File: config.mk
export PLATFORM = sky130hd
export DESIGN_NAME = scdi_ctrl_status
export DESIGN_NICKNAME = d
export VERILOG_FILES = /design/src/scdi_pkg.sv /design/src/scdi_ctrl_status.sv
export SDC_FILE = /design/constraint.sdc
export NUM_CORES = 1
export LEC_CHECK = 0
export BUFFER_PORTS_ARGS = -buffer_cell sky130_fd_sc_hd__buf_4
export CAP_MARGIN = 20
export CORE_ASPECT_RATIO = 0.9
export CORE_UTILIZATION = 25
export DETAILED_ROUTE_END_ITERATION = 6
export GPL_ROUTABILITY_DRIVEN = 0
export PLACE_DENSITY = 0.4
export SLEW_MARGIN = 20
export SYNTH_ARGS = -nofsm -noshare
export SYNTH_HDL_FRONTEND = slang
export SYNTH_SLANG_ARGS = --single-unit
File: constraint.sdc
create_clock -name clk -period 4.4 [get_ports clk]
set_clock_uncertainty 0.1 [all_clocks]
set_input_delay 0.44 -clock clk [delete_from_list [all_inputs] [get_ports clk]]
set_output_delay 0.44 -clock clk [all_outputs]
set_load 0.005 [all_outputs]
File: src/scdi_pkg.sv
// Purpose: Constants and types for the serial codec control/status block
// Assumes: APB with 32-bit data, one register per aligned word
// Notes: Offsets and field positions shared by design and bench
package scdi_pkg;
  // ---------------------------------------------------------------
  // Register map (byte addresses)
  // ---------------------------------------------------------------
  localparam int AW = 8;
  localparam logic [7:0] OFS_MODE = 8'h00;
  localparam logic [7:0] OFS_CTL = 8'h04;
  localparam logic [7:0] OFS_TXD = 8'h08;
  localparam logic [7:0] OFS_CTX = 8'h0C;
  localparam logic [7:0] OFS_CRX = 8'h10;
  localparam logic [7:0] OFS_STAT = 8'h14;
  localparam logic [7:0] OFS_IER = 8'h18;
  localparam logic [7:0] OFS_SLOT = 8'h1C;
  // ---------------------------------------------------------------
  // Field positions
  // ---------------------------------------------------------------
  localparam int MODE_FL_MSB = 3;
  localparam int MODE_W = 4;
  localparam int CTL_TXE = 0;
  localparam int CTL_RXE = 1;
  localparam int CTL_STOP = 2;
  localparam int CTL_W = 3;
  localparam int ST_RSVD = 15;
  localparam int ST_CTRL_TX_READY_FLAG = 14;
  localparam int ST_TX_FIFO_EMPTY_FLAG = 13;
  localparam int ST_W = 16;
  localparam int SLOT_W = 3;
  localparam int WORD_W = 16;
  localparam int BIT_W = 4;
  localparam logic [SLOT_W-1:0] DATA_SLOT = 3'h0;
  localparam logic [SLOT_W-1:0] SLOT_FIRST = 3'h0;
  localparam logic [BIT_W-1:0] BIT_FIRST = 4'h0;
  localparam logic [BIT_W-1:0] BIT_LAST = 4'hF;
  localparam logic [31:0] RST_WORD = 32'h0000_0000;
  // Slot position register layout, low half channel 1, high half channel 0
  typedef struct packed {
    logic [2:0] pad0;
    logic ch0_en;
    logic ch0_gap;
    logic [SLOT_W-1:0] ch0_pos;
    logic [2:0] pad1;
    logic ch1_en;
    logic ch1_gap;
    logic [SLOT_W-1:0] ch1_pos;
  } scdi_slot_cfg_t;
  typedef struct packed {
    logic rsvd;
    logic ctrl_tx_ready_flag;
    logic tx_fifo_empty_flag;
    logic [12:0] none;
  } scdi_stat_t;
endpackage

File: src/scdi_ctrl_status.sv
// Purpose: Control-channel receive data and transmit status of a serial codec port
// Assumes: APB slave, serial pins synchronous to clk, one bit per clock
// Notes: Frame of 2**SLOT_W slots of 16 bits, MSB first
//
// What this block does
// - Control receive data usable only with frame-length MSB set
// - Channel 0 word captured into bits 31..16
// - Channel 1 word captured into bits 15..0
// - Channel slots come from slot-position fields
// - Channel 0 data valid only when enabled
// - Channel 1 data valid only when enabled
// - Sixteen-bit read-only status register
// - Enabled status bits raise the interrupt
// - Status returns to initial values in stop
// - Status bit 15 reads zero, write zero
// - Bit 14 shows control transmit write allowed
// - Overwrite while not ready discards old word
// - Control-ready meaningful only with transmit enabled
// - Control transmit write clears control-ready
// - Bit 13 shows transmit FIFO empty
// - FIFO-empty meaningful only with transmit enabled
// - Transmit data write clears FIFO-empty
//
// Added by the designer: the APB interface to the registers and the register addresses.
`timescale 1ns/1ns
`default_nettype none
module scdi_ctrl_status
  import scdi_pkg::*;
#(
  parameter int DEPTH = 2
)(
  input wire logic clk,
  input wire logic nrst,
  input wire logic psel,
  input wire logic penable,
  input wire logic pwrite,
  input wire logic [AW-1:0] paddr,
  input wire logic [31:0] pwdata,
  output logic [31:0] prdata,
  output logic pready,
  output logic pslverr,
  input wire logic serial_rx_pin,
  output logic serial_tx_pin,
  output logic frame_sync,
  output logic irq
);
  // ---------------------------------------------------------------
  // Bus slave
  // ---------------------------------------------------------------
  logic [MODE_W-1:0] mode_reg_q;
  logic [CTL_W-1:0] control_reg_q;
  scdi_slot_cfg_t slot_q;
  logic [ST_W-1:0] ier_q;
  logic [31:0] ctrl_tx_q;
  logic [31:0] ctrl_cur_q;
  logic ctrl_pend_q;
  logic [WORD_W-1:0] rx0_q;
  logic [WORD_W-1:0] rx1_q;
  logic ctrl_tx_ready_flag_q;
  logic tx_fifo_empty_flag_q;
  logic [31:0] prdata_q;
  logic pready_q;
  logic pslverr_q;
  logic access;
  logic done;
  logic stall;
  logic mapped;
  logic fifo_full;
  logic fifo_valid;
  logic [WORD_W-1:0] fifo_head;
  logic [1:0] fifo_cnt_q;
  logic wr_ctx;
  logic wr_txd;
  logic transmit_enable;
  logic stop;
  logic fl_ok;
  scdi_stat_t stat;
  logic [31:0] rd_d;
  assign transmit_enable = control_reg_q[CTL_TXE];
  assign stop = control_reg_q[CTL_STOP];
  assign fl_ok = mode_reg_q[MODE_FL_MSB];
  assign access = psel && penable;
  assign stall = access && pwrite && (paddr == OFS_TXD) && fifo_full;
  assign done = access && pready_q;
  assign wr_ctx = done && pwrite && (paddr == OFS_CTX) && fl_ok;
  assign wr_txd = done && pwrite && (paddr == OFS_TXD) && !stop;
  assign mapped = (paddr == OFS_MODE) || (paddr == OFS_CTL) || (paddr == OFS_TXD)
    || (paddr == OFS_CTX) || (paddr == OFS_CRX) || (paddr == OFS_STAT)
    || (paddr == OFS_IER) || (paddr == OFS_SLOT);
  // Flags shown only while transmit is enabled
  always_comb
  begin
    stat = '0;
    stat.rsvd = 1'b0;
    stat.ctrl_tx_ready_flag = ctrl_tx_ready_flag_q && transmit_enable;
    stat.tx_fifo_empty_flag = tx_fifo_empty_flag_q && transmit_enable;
  end

  always_comb
  begin
    rd_d = RST_WORD;
    case (paddr)
      OFS_MODE: rd_d[MODE_W-1:0] = mode_reg_q;
      OFS_CTL: rd_d[CTL_W-1:0] = control_reg_q;
      OFS_CTX: rd_d = ctrl_tx_q;
      OFS_CRX: rd_d = fl_ok ? {rx0_q, rx1_q} : RST_WORD;
      OFS_STAT: rd_d[ST_W-1:0] = stat;
      OFS_IER: rd_d[ST_W-1:0] = ier_q;
      OFS_SLOT: rd_d = {16'h0000, slot_q};
      default: rd_d = RST_WORD;
    endcase
  end

  // Answer one cycle into the access phase, held off while a transmit data write finds the FIFO full
  always_ff @(posedge clk)
  begin
    if (!nrst)
    begin
      pready_q <= 1'b0;
      pslverr_q <= 1'b0;
      prdata_q <= RST_WORD;
    end
    else
    begin
      pready_q <= access && !pready_q && !stall;
      pslverr_q <= access && !pready_q && !stall && !mapped;
      prdata_q <= (access && !pready_q && !pwrite) ? rd_d : RST_WORD;
    end
  end

  always_ff @(posedge clk)
  begin
    if (!nrst)
    begin
      mode_reg_q <= '0;
      control_reg_q <= '0;
      slot_q <= '0;
      ier_q <= '0;
    end
    else if (done && pwrite)
    begin
      case (paddr)
        OFS_MODE: mode_reg_q <= pwdata[MODE_W-1:0];
        OFS_CTL: control_reg_q <= pwdata[CTL_W-1:0];
        OFS_SLOT: slot_q <= pwdata[15:0];
        OFS_IER: ier_q <= pwdata[ST_W-1:0];
        default: ier_q <= ier_q;
      endcase
    end
  end

  // ---------------------------------------------------------------
  // Frame timing and serial shifters
  // ---------------------------------------------------------------
  logic run;
  logic [BIT_W-1:0] bit_q;
  logic [SLOT_W-1:0] slot_cnt_q;
  logic [WORD_W-1:0] tx_sh_q;
  logic [WORD_W-1:0] rx_sh_q;
  logic [WORD_W-1:0] rx_word;
  logic [WORD_W-1:0] tx_word;
  logic [31:0] ctrl_src;
  logic slot_start;
  logic frame_start;
  logic hit0;
  logic hit1;
  logic pop;
  logic cap0;
  logic cap1;

  assign run = (transmit_enable || control_reg_q[CTL_RXE]) && !stop;
  assign slot_start = run && (bit_q == BIT_FIRST);
  assign frame_start = slot_start && (slot_cnt_q == SLOT_FIRST);
  assign hit0 = fl_ok && slot_q.ch0_en && (slot_cnt_q == slot_q.ch0_pos);
  assign hit1 = fl_ok && slot_q.ch1_en && (slot_cnt_q == slot_q.ch1_pos);
  assign rx_word = {rx_sh_q[WORD_W-2:0], serial_rx_pin};
  assign cap0 = run && control_reg_q[CTL_RXE] && (bit_q == BIT_LAST) && hit0;
  assign cap1 = run && control_reg_q[CTL_RXE] && (bit_q == BIT_LAST) && hit1;
  assign ctrl_src = (frame_start && ctrl_pend_q && transmit_enable) ? ctrl_tx_q : ctrl_cur_q;
  assign pop = slot_start && transmit_enable && !hit0 && !hit1
    && (slot_cnt_q == DATA_SLOT) && fifo_valid;
  always_comb
  begin
    tx_word = '0;
    if (hit0)
      tx_word = ctrl_src[31:16];
    else if (hit1)
      tx_word = ctrl_src[15:0];
    else if (pop)
      tx_word = fifo_head;
  end
  always_ff @(posedge clk)
  begin
    if (!nrst || !run)
    begin
      bit_q <= BIT_FIRST;
      slot_cnt_q <= SLOT_FIRST;
    end
    else
    begin
      bit_q <= bit_q + 1'b1;
      if (bit_q == BIT_LAST)
      begin
        slot_cnt_q <= slot_cnt_q + 1'b1;
      end
    end
  end

  always_ff @(posedge clk)
  begin
    if (!nrst)
    begin
      tx_sh_q <= '0;
      serial_tx_pin <= 1'b0;
      frame_sync <= 1'b0;
    end
    else
    begin
      frame_sync <= frame_start;
      if (slot_start && transmit_enable)
      begin
        serial_tx_pin <= tx_word[WORD_W-1];
        tx_sh_q <= {tx_word[WORD_W-2:0], 1'b0};
      end
      else
      begin
        serial_tx_pin <= run && transmit_enable && tx_sh_q[WORD_W-1];
        tx_sh_q <= {tx_sh_q[WORD_W-2:0], 1'b0};
      end
    end
  end

  always_ff @(posedge clk)
  begin
    if (!nrst)
    begin
      rx_sh_q <= '0;
      rx0_q <= '0;
      rx1_q <= '0;
    end
    else
    begin
      rx_sh_q <= rx_word;
      if (cap0)
        rx0_q <= rx_word;
      if (cap1)
        rx1_q <= rx_word;
    end
  end
  // ---------------------------------------------------------------
  // Control transmit word and ready flag
  // ---------------------------------------------------------------
  always_ff @(posedge clk)
  begin
    if (!nrst || stop)
    begin
      ctrl_tx_q <= RST_WORD;
      ctrl_cur_q <= RST_WORD;
      ctrl_pend_q <= 1'b0;
    end
    else
    begin
      if (frame_start && transmit_enable && ctrl_pend_q)
        ctrl_cur_q <= ctrl_tx_q;
      if (wr_ctx)
      begin
        ctrl_tx_q <= pwdata;
        ctrl_pend_q <= 1'b1;
      end
      else if (frame_start && transmit_enable)
        ctrl_pend_q <= 1'b0;
    end
  end
  // Write wins over the frame-start set: a new word is pending again
  always_ff @(posedge clk)
  begin
    if (!nrst || stop)
      ctrl_tx_ready_flag_q <= 1'b0;
    else if (wr_ctx)
      ctrl_tx_ready_flag_q <= 1'b0;
    else if (frame_start && transmit_enable)
      ctrl_tx_ready_flag_q <= 1'b1;
  end
  // ---------------------------------------------------------------
  // Transmit data buffer
  // ---------------------------------------------------------------
  logic [WORD_W-1:0] mem_q [DEPTH];
  logic [0:0] wp_q;
  logic [0:0] rp_q;

  assign fifo_full = (fifo_cnt_q == 2'(DEPTH));
  assign fifo_valid = (fifo_cnt_q != 2'h0);
  assign fifo_head = mem_q[rp_q];

  always_ff @(posedge clk)
  begin
    if (!nrst || stop)
    begin
      wp_q <= '0;
      rp_q <= '0;
      fifo_cnt_q <= 2'h0;
    end
    else
    begin
      if (wr_txd)
      begin
        mem_q[wp_q] <= pwdata[WORD_W-1:0];
        wp_q <= wp_q + 1'b1;
      end
      if (pop)
        rp_q <= rp_q + 1'b1;
      fifo_cnt_q <= fifo_cnt_q + 2'(wr_txd) - 2'(pop);
    end
  end
  always_ff @(posedge clk)
  begin
    if (!nrst || stop)
      tx_fifo_empty_flag_q <= 1'b0;
    else if (wr_txd)
      tx_fifo_empty_flag_q <= 1'b0;
    else if (pop && (fifo_cnt_q == 2'h1))
      tx_fifo_empty_flag_q <= 1'b1;
  end
  always_ff @(posedge clk)
  begin
    if (!nrst)
      irq <= 1'b0;
    else
      irq <= |(stat & ier_q);
  end
  assign prdata = prdata_q;
  assign pready = pready_q;
  assign pslverr = pslverr_q;
endmodule
`default_nettype wire

==> results.py, run 1 <==
metrics = {
    "outcome": {
        "status": "finished clean",
    },
    "drt": {
        "num_vias": 7805,
        "drc": 0,
        "initialDrtViolationCount": 496,
        "wl_per_cell_um": 20.0,
        "routed_via_density": 4.68,
        "first_pass_iters": 5,
        "drt_wl_total_um": 33300,
        "ant_nets": 0,
    },
    "critical_path": {
        "worst-setup-path-type": "flop to flop",
        "cp.required_ns": 4.71,
        "cpPeakStageDelay_ns": 0.72,
        "endpoint_kind": "flop",
        "slowest_stage": "nor3b_1",
        "reg2reg_slack_ns": 1.54,
        "arrival_ns": 3.17,
        "cp_common_cell": "ha_1",
        "critPathBufInv": 1,
        "r2r-end": "fifo_cnt_q[1]",
        "r2r-start": "pready",
        "start_kind": "flop",
        "cp_max_fo": 11,
        "rr_worst_depth": 10,
        "critical-path-top-delay-family": "simple AND/OR/NAND/NOR gates",
        "crit_chain": "and4_1 > nand2_1 > nor3b_1 > nand2b_1 > ha_1 > inv_1 > ha_1 > xor2_1 > xnor2_1 > nor2_1",
    },
    "global_route": {
        "antenna_found_initial": 1,
        "grt_pass1_vias": 7652,
        "grt_pass1_wl_um": 50400,
        "grtUsageTotal_pct": 16.7,
        "grt_overflow_total": 0,
        "grt_max_degree": 46,
    },
    "sta": {
        "hold_viol_final": 0,
        "setup_tns_ns": 0,
        "final.period_utilization_pct": 65.0,
        "fmax_mhz": 350,
        "slew_violations": 0,
        "tightest_slew_ns": 0.904,
        "period_minus_slack_ns": 2.86,
        "setup_viol": 0,
        "maxSlewHeadroom_pct": 39.5,
        "rsz0062_at_grt": "no",
    },
    "min_path": {
        "min_to": "mem_q[1][10]",
        "holdPathStages": 1,
        "worstHoldStart": "pwdata[10]",
        "hp-class": "input port to flop",
    },
    "layout": {
        "mostFrequentLayoutCell": "nand2_1",
        "regArea_sq_um": 5310,
        "drive_above_1_share_pct": 15.6,
        "stdcell_area_sq_um": 12100,
        "fin_nets": 1176,
        "diodes": 0,
        "stdcell_count": 1668,
        "multiInputGateArea_sq_um": 4220,
        "fill_cells": 4129,
        "layout_common_cells": "nand2_1 (231), dfxtp_1 (217), a21oi_1 (127)",
        "syn_to_final_growth_pct": 21.6,
    },
    "die": {
        "die_h_um": 191,
        "start_util_pct": 25.6,
        "ios": 83,
        "die-area_sq_um": 40600,
        "die_width_um": 212,
        "num_rows": 68,
        "core_area_sq_um": 38800,
    },
    "run": {
        "maxCapViolCount": 0,
    },
    "clocking": {
        "cts_setup_buffers": 0,
        "insertion_delay_ns": 0.57,
        "cts.repair.resized": 0,
        "clk_pin_slew_ns": 0.06,
        "cts_buffer_depth": 3,
        "cts_sinks": 249,
        "cts.root.buffer_cell": "clkbuf_16",
        "htreeDepth": 1,
        "cts_tree": "yes",
        "cts_buffers": 29,
    },
    "logic_synthesis": {
        "yosysSeqAreaShare_pct": 53.4,
        "async_reset_ff_share_pct": 0,
        "synth_cells": 1055,
        "synth_edf_count": 32,
        "synth_fp_nets": 1107,
        "ys_warn_count": 0,
        "synth.avg_cell_area_sq_um": 9.42,
        "synth_cell_types": 59,
        "syn-cell-area_sq_um": 9940,
        "ys.flop_type": "dfxtp_1",
        "ys_ff_latch": 249,
    },
    "placement": {
        "dp_cells": 1600,
        "io_buffers": 82,
        "dpl.hpwl_um": 22900,
        "placed_cell_area_sq_um": 10900,
    },
    "power": {
        "p_leak_nw": 4.43,
        "vdd_drop_max_v": 0.000248,
        "p_per_area_nw_per_um2": 404,
    },
}
## cells by family after synthesis
kind of cell             after synthesis  synth area share (%)
adder cells (fa/ha/maj)                6                 0.755
AND/OR/NAND/NOR                      423                  19.5
buffers and inverters                 86                  4.20
XOR/XNOR                              13                  1.15
flip-flops                           249                  53.4
AO/OA/AOI/OAI                        207                  13.7
multiplexers                          71                  7.31
## worst reg2reg max path: stages, from the launching register on
cell and delay (ns):
dfxtp_1 0.35, and4_1 0.41, nand2_1 0.15, nor3b_1 0.72, nand2b_1 0.12, ha_1 0.30, inv_1 0.04, ha_1 0.18
xor2_1 0.16, xnor2_1 0.14, nor2_1 0.06
## stage by stage
stage	total power [mW]	hold WS (ns)	setup WS [ns]	utilization, %
2_1_floorplan	2.40	0.328	1.76	-
3_3_place_gp	2.48	0.336	1.30	28.2
3_5_place_dp	2.48	0.340	1.31	28.2
4_1_cts	4.96	0.000393	1.59	31.1
5_1_grt	5.06	0.0129	1.26	31.1
6_report	4.89	0.0303	1.54	31.1
## how the worst max path moves through the flow
stage	start	to	slack, ns	cells after the start
after global placement	paddr[4]	fifo_cnt_q[1]	1.30	10
after detailed placement	paddr[4]	fifo_cnt_q[1]	1.31	10
after floorplan	paddr[3]	mem_q[0][0]	1.76	6
after global routing	pready	fifo_cnt_q[1]	1.26	10
after CTS	mode_reg_q[3]	fifo_cnt_q[1]	1.59	10
final	pready	fifo_cnt_q[1]	1.54	10
## Yosys cell counts (5+ instances only)
library cell | instances | area (sq um)
and3_1 | 5 | 31.3
a21oi_1 | 127 | 636
mux2_2 | 13 | 146
nor2b_1 | 6 | 37.5
mux2i_1 | 58 | 581
nand4_1 | 21 | 131
a31oi_1 | 5 | 31.3
dfxtp_1 | 217 | 4340
nand2_1 | 231 | 867
o221ai_2 | 9 | 135
o221ai_1 | 5 | 43.8
o2111a_1 | 15 | 169
nand3_1 | 25 | 125
inv_1 | 8 | 30.0
buf_2 | 19 | 95.1
a22oi_1 | 25 | 188
nor3_1 | 5 | 25.0
ha_1 | 6 | 75.1
nor2_1 | 80 | 300
buf_6 | 5 | 56.3
and2_1 | 19 | 119
edfxtp_1 | 32 | 961
clkbuf_1 | 42 | 158
xor2_1 | 9 | 78.8
## area by class of cell
type,instances,share of cell area [%]
clock inverter,16,1.57
inverter,9,0.280
clock buffer,34,6.33
multi-input combinational,720,35.0
sequential,249,43.9
timing repair buffer,115,7.52
tap,525,5.44
## sequential cells by signal, summed over array words and instances, names as in the netlist, 4 cells and up, named ones only
signal / flops
tx_sh_q: 15
mem_q: 32
rx_sh_q: 15
slot_q: 16
ctrl_cur_q: 32
mode_reg_q: 4
rx0_q: 16
rx1_q: 16
prdata: 32
ier_q: 16
bit_q: 4
ctrl_tx_q: 32
## report_power, final
| group | switching (mW) | internal [mW] | total (mW) |
|---|---|---|---|
| logic | 0.0850 | 0.0485 | 0.134 |
| registers | 0.00187 | 2.30 | 2.30 |
| clock network | 0.981 | 1.47 | 2.45 |
## per-layer routing
metal | GRT usage [%] | up-vias | wire, um
met1 | 23.9 | 3779 | 16200
li1 | - | 3811 | -
met3 | 2.64 | 37 | 1440
met5 | 0 | - | 0
met2 | 26.6 | 178 | 15200
met4 | 2.87 | 0 | 482
## what timing repair did
item	in CTS	in global routing
setup endpoints to repair	0	0
hold buffers	18	0
hold endpoints to repair	26	0
Power figures use the tool's default switching activity.
==> run 2, diff against run 1 <==
==> constraint.sdc (replaced) <==
create_clock -name clk -period 2.64 [get_ports clk]
set_clock_uncertainty 0.1 [all_clocks]
set_input_delay 0.264 -clock clk [delete_from_list [all_inputs] [get_ports clk]]
set_output_delay 0.264 -clock clk [all_outputs]
set_load 0.005 [all_outputs]
==> results.py, run 2 (synthesis results as in run 1) <==
metrics = {
    "outcome": {
        "status": "finished clean",
    },
    "power": {
        "p_per_area_nw_per_um2": 651,
        "finalPower_mw": 8.21,
        "p_leak_nw": 4.71,
        "vdd_drop_max_v": 0.000430,
    },
    "clocking": {
        "clk_pin_slew_ns": 0.06,
        "cts_hold_buf": 36,
        "insertion_delay_ns": 0.55,
        "cts_tree": "yes",
        "cts_buffers": 30,
        "cts.root.buffer_cell": "clkbuf_16",
        "cts_buffer_depth": 3,
        "htreeDepth": 1,
        "cts_sinks": 249,
        "cts.repair.resized": 0,
        "cts_setup_buffers": 0,
    },
    "critical_path": {
        "cp_max_fo": 5,
        "slowest_stage": "or4_4",
        "arrival_ns": 2.61,
        "r2r-end": "fifo_cnt_q[1]",
        "r2r-start": "slot_cnt_q[1]",
        "endpoint_kind": "flop",
        "reg2reg_slack_ns": 0.37,
        "critical-path-top-delay-family": "simple AND/OR/NAND/NOR gates",
        "start_kind": "flop",
        "critPathBufInv": 1,
        "cpPeakStageDelay_ns": 0.56,
        "worst-setup-path-type": "flop to flop",
        "cp.required_ns": 2.97,
        "rr_worst_depth": 10,
        "crit_chain": "xor2_1 > or4_4 > nand3_4 > nor2_1 > ha_1 > inv_1 > ha_1 > xor2_1 > xnor2_1 > nor2_1",
    },
    "layout": {
        "mostFrequentLayoutCell": "nand2_1",
        "fill_cells": 4145,
        "fin_nets": 1225,
        "syn_to_final_growth_pct": 26.9,
        "stdcell_area_sq_um": 12600,
        "diodes": 0,
        "drive_above_1_share_pct": 17.8,
        "layout_common_cells": "nand2_1 (231), dfxtp_1 (217), a21oi_1 (127)",
    },
    "sta": {
        "rsz0062_at_grt": "no",
        "final.period_utilization_pct": 86.1,
        "timing.hold.ws_ns": 0.127,
        "fmax_mhz": 440,
        "hold_viol_final": 0,
        "slew_violations": 0,
        "setup_viol": 0,
        "tightest_slew_ns": 0.718,
        "period_minus_slack_ns": 2.27,
        "maxSlewHeadroom_pct": 51.8,
        "setup_tns_ns": 0,
    },
    "min_path": {
        "hp-class": "input port to flop",
        "holdPathStages": 5,
        "min_to": "control_reg_q[1]",
        "worstHoldStart": "paddr[0]",
    },
    "global_route": {
        "antenna_found_initial": 0,
        "grtUsageTotal_pct": 16.9,
        "grt_pass1_wl_um": 51400,
        "grt_max_degree": 53,
        "grt_pass1_vias": 7866,
        "grt_overflow_total": 0,
    },
    "die": {
        "die_width_um": 212,
        "die_h_um": 191,
        "core_area_sq_um": 38800,
        "num_rows": 68,
        "start_util_pct": 25.6,
        "die-area_sq_um": 40600,
        "ios": 83,
    },
    "placement": {
        "io_buffers": 82,
        "placed_cell_area_sq_um": 11300,
        "dpl.hpwl_um": 23400,
    },
    "drt": {
        "drt_wl_total_um": 34000,
        "ant_nets": 0,
        "initialDrtViolationCount": 526,
        "routed_via_density": 4.63,
        "drc": 0,
        "num_vias": 7968,
        "first_pass_iters": 7,
        "wl_per_cell_um": 19.8,
    },
    "run": {
        "maxCapViolCount": 0,
    },
}
-- run 2: cell types whose count changed in the layout (fill, tap and decap cells not counted), sizes merged --
cell,previous run,this run
clkinvlp,1,0
clkbuf,34,48
bufinv,4,1
buf,97,127
clkinv,10,4
dlygate4sd3,18,36
-- run 2: final cells by class --
cell class,count,area [sq um],area share (%)
inverter,9,33.8,0.268
clock inverter,6,58.8,0.466
multi-input combinational,720,4220,33.5
clock buffer,48,940,7.45
sequential,249,5310,42.1
timing repair buffer,163,1400,11.1
tap,525,657,5.21
-- run 2: where the power goes --
group	total (mW)	leakage (nW)	switching [mW]	internal [mW]
Sequential	3.84	2.04	0.00317	3.84
Combinational	0.256	2.17	0.148	0.108
Clock	4.11	0.496	1.60	2.51
-- run 2: metal layers --
metal	up-vias	global-route usage [%]	wire [um]
li1	3921	-	-
met1	3825	24.0	16700
met2	177	26.9	15300
met3	45	2.25	1280
met4	0	3.96	683
met5	-	0	0
-- run 2: worst min-delay path: cells and delay by family --
family | cells | cell delay, ns
buf+inv | 1 | 0.09
simple gates | 3 | 0.26
compound gates | 1 | 0.10
-- run 2: stage by stage --
| stage | cells | util [%] | setup slack, ns |
|---|---|---|---|
| after floorplan | 1055 | - | 0.130 |
| after global placement | 1630 | 29.0 | 0.201 |
| after detailed placement | 1630 | 29.0 | 0.269 |
| after CTS | 1720 | 32.5 | 0.344 |
| after global routing | 1720 | 32.5 | 0.189 |
| final | 1720 | 32.5 | 0.366 |
-- run 2: worst max path at each step --
| stage | start | to | slack [ns] | cells past startpoint |
|---|---|---|---|---|
| after global placement | paddr[4] | prdata[3] | 0.20 | 7 |
| after CTS | slot_cnt_q[1] | fifo_cnt_q[1] | 0.34 | 10 |
| after global routing | pready | fifo_cnt_q[1] | 0.19 | 10 |
| after detailed placement | paddr[4] | prdata[3] | 0.27 | 7 |
| final | slot_cnt_q[1] | fifo_cnt_q[1] | 0.37 | 10 |
| after floorplan | slot_cnt_q[2] | fifo_cnt_q[1] | 0.13 | 13 |
==> run 3, diff against run 2 <==
--- a/config.mk
+++ b/config.mk
@@ -12,6 +12,7 @@
 export DETAILED_ROUTE_END_ITERATION = 6
 export GPL_ROUTABILITY_DRIVEN = 0
 export PLACE_DENSITY = 0.4
+export REMOVE_ABC_BUFFERS = 1
 export SLEW_MARGIN = 20
 export SYNTH_ARGS = -nofsm -noshare
 export SYNTH_HDL_FRONTEND = slang
==> results.py, run 3 (synthesis results as in run 1) <==
metrics = {
    "min_path": {
        "hp-class": "input port to flop",
    },
    "clocking": {
        "cts.repair.resized": 0,
        "cts_buffer_depth": 3,
        "clk_pin_slew_ns": 0.06,
        "cts_tree": "yes",
        "htreeDepth": 1,
        "insertion_delay_ns": 0.54,
        "cts.root.buffer_cell": "clkbuf_16",
        "cts_sinks": 249,
        "cts_buffers": 27,
    },
    "layout": {
        "stdcell_area_sq_um": 12500,
        "mostFrequentLayoutCell": "nand2_1",
        "fin_nets": 1222,
        "drive_above_1_share_pct": 17.4,
        "fill_cells": 4107,
        "stdcell_count": 1715,
        "syn_to_final_growth_pct": 25.8,
        "layout_common_cells": "nand2_1 (231), dfxtp_1 (217), a21oi_1 (127)",
        "diodes": 0,
    },
    "die": {
        "core_area_sq_um": 38800,
        "die_h_um": 191,
        "die-area_sq_um": 40600,
        "die_width_um": 212,
        "start_util_pct": 25.6,
        "ios": 83,
        "num_rows": 68,
    },
    "sta": {
        "fmax_mhz": 432,
        "setup_slack_ns": 0.327,
        "hold_viol_final": 0,
        "setup_viol": 0,
        "slew_violations": 0,
        "timing.hold.ws_ns": 0.0538,
        "rsz0062_at_grt": "no",
        "tightest_slew_ns": 0.902,
        "period_minus_slack_ns": 2.31,
        "final.period_utilization_pct": 87.6,
        "maxSlewHeadroom_pct": 39.9,
        "setup_tns_ns": 0,
    },
    "global_route": {
        "grt_pass1_wl_um": 49800,
        "grt_pass1_vias": 7876,
        "antenna_found_initial": 0,
        "grt_overflow_total": 0,
        "grtUsageTotal_pct": 16.4,
        "grt_max_degree": 72,
    },
    "outcome": {
        "status": "finished clean",
    },
    "drt": {
        "initialDrtViolationCount": 484,
        "first_pass_iters": 5,
        "wl_per_cell_um": 19.3,
        "ant_nets": 0,
        "routed_via_density": 4.65,
        "drt_wl_total_um": 33100,
        "num_vias": 7972,
        "drc": 0,
    },
    "critical_path": {
        "worst-setup-path-type": "flop to flop",
        "start_kind": "flop",
        "endpoint_kind": "flop",
        "cp_max_fo": 5,
        "cp.required_ns": 2.95,
        "arrival_ns": 2.63,
    },
    "power": {
        "p_per_area_nw_per_um2": 637,
        "vdd_drop_max_v": 0.000357,
        "p_leak_nw": 4.65,
    },
    "placement": {
        "placed_cell_area_sq_um": 11200,
        "dpl_worst_slack_ns": 0.316,
        "dp_cells": 1630,
        "dpl.hpwl_um": 21600,
        "io_buffers": 82,
    },
    "run": {
        "maxCapViolCount": 0,
    },
}
## run 3: cell count changes in the layout (fill, tap and decap cells not counted), sizes merged
cell / previous run / this run
clkinv: 4 / 13
clkinvlp: 0 / 1
bufinv: 1 / 4
clkbuf: 48 / 31
inv: 10 / 9
## run 3: area by class of cell
class	instances	area [sq um]	area share, %
clock buffers	31	701	5.61
inverters	9	33.8	0.270
well taps	525	657	5.25
multi-input cells	720	4230	33.8
clock inverters	18	190	1.52
flip-flops and latches	249	5310	42.4
repair buffers	163	1390	11.1
## run 3: final timing paths
check | from | to | slack (ns) | depth (start not counted)
worst max-delay path | slot_cnt_q[1] | fifo_cnt_q[1] | 0.33 | 10
worst min-delay path | paddr[3] | prdata[0] | 0.05 | 3
worst max register to register | slot_cnt_q[1] | fifo_cnt_q[1] | 0.33 | 10
worst min register to register | slot_q[13] | slot_q[13] | 0.35 | 2
## run 3: routing by layer
layer / wire [um] / global-route usage (%)
met5: 0 / 0
met1: 16300 / 23.2
met2: 14900 / 26.3
met3: 1170 / 2.05
met4: 679 / 3.76
## run 3: metrics by stage
step	utilization [%]	total power [mW]
floorplan	-	3.97
global placement	29.0	4.14
detailed placement	29.0	4.14
CTS	32.2	8.08
global route	32.2	8.23
finish	32.2	7.96
## run 3: power by group
group | internal (mW) | switching, mW | leakage [nW]
Clock | 2.28 | 1.58 | 0.439
Sequential | 3.84 | 0.00278 | 2.04
Combinational | 0.109 | 0.144 | 2.17
Total | 6.23 | 1.73 | 4.65
## run 3: worst max-delay path: stages (launching register included)
cell     delay [ns]
dfxtp_1        0.37
xor2_1         0.18
or4_4          0.56
nand3_4        0.08
nor2_1         0.06
ha_1           0.30
inv_1          0.06
ha_1           0.14
xor2_1         0.17
xnor2_1        0.13
nor2_1         0.05
## run 3: repair_timing
item,in CTS,in global routing
hold buffers,36,0
hold endpoints to repair,107,0
setup buffers,0,0
endpoints found under the setup margin,0,0
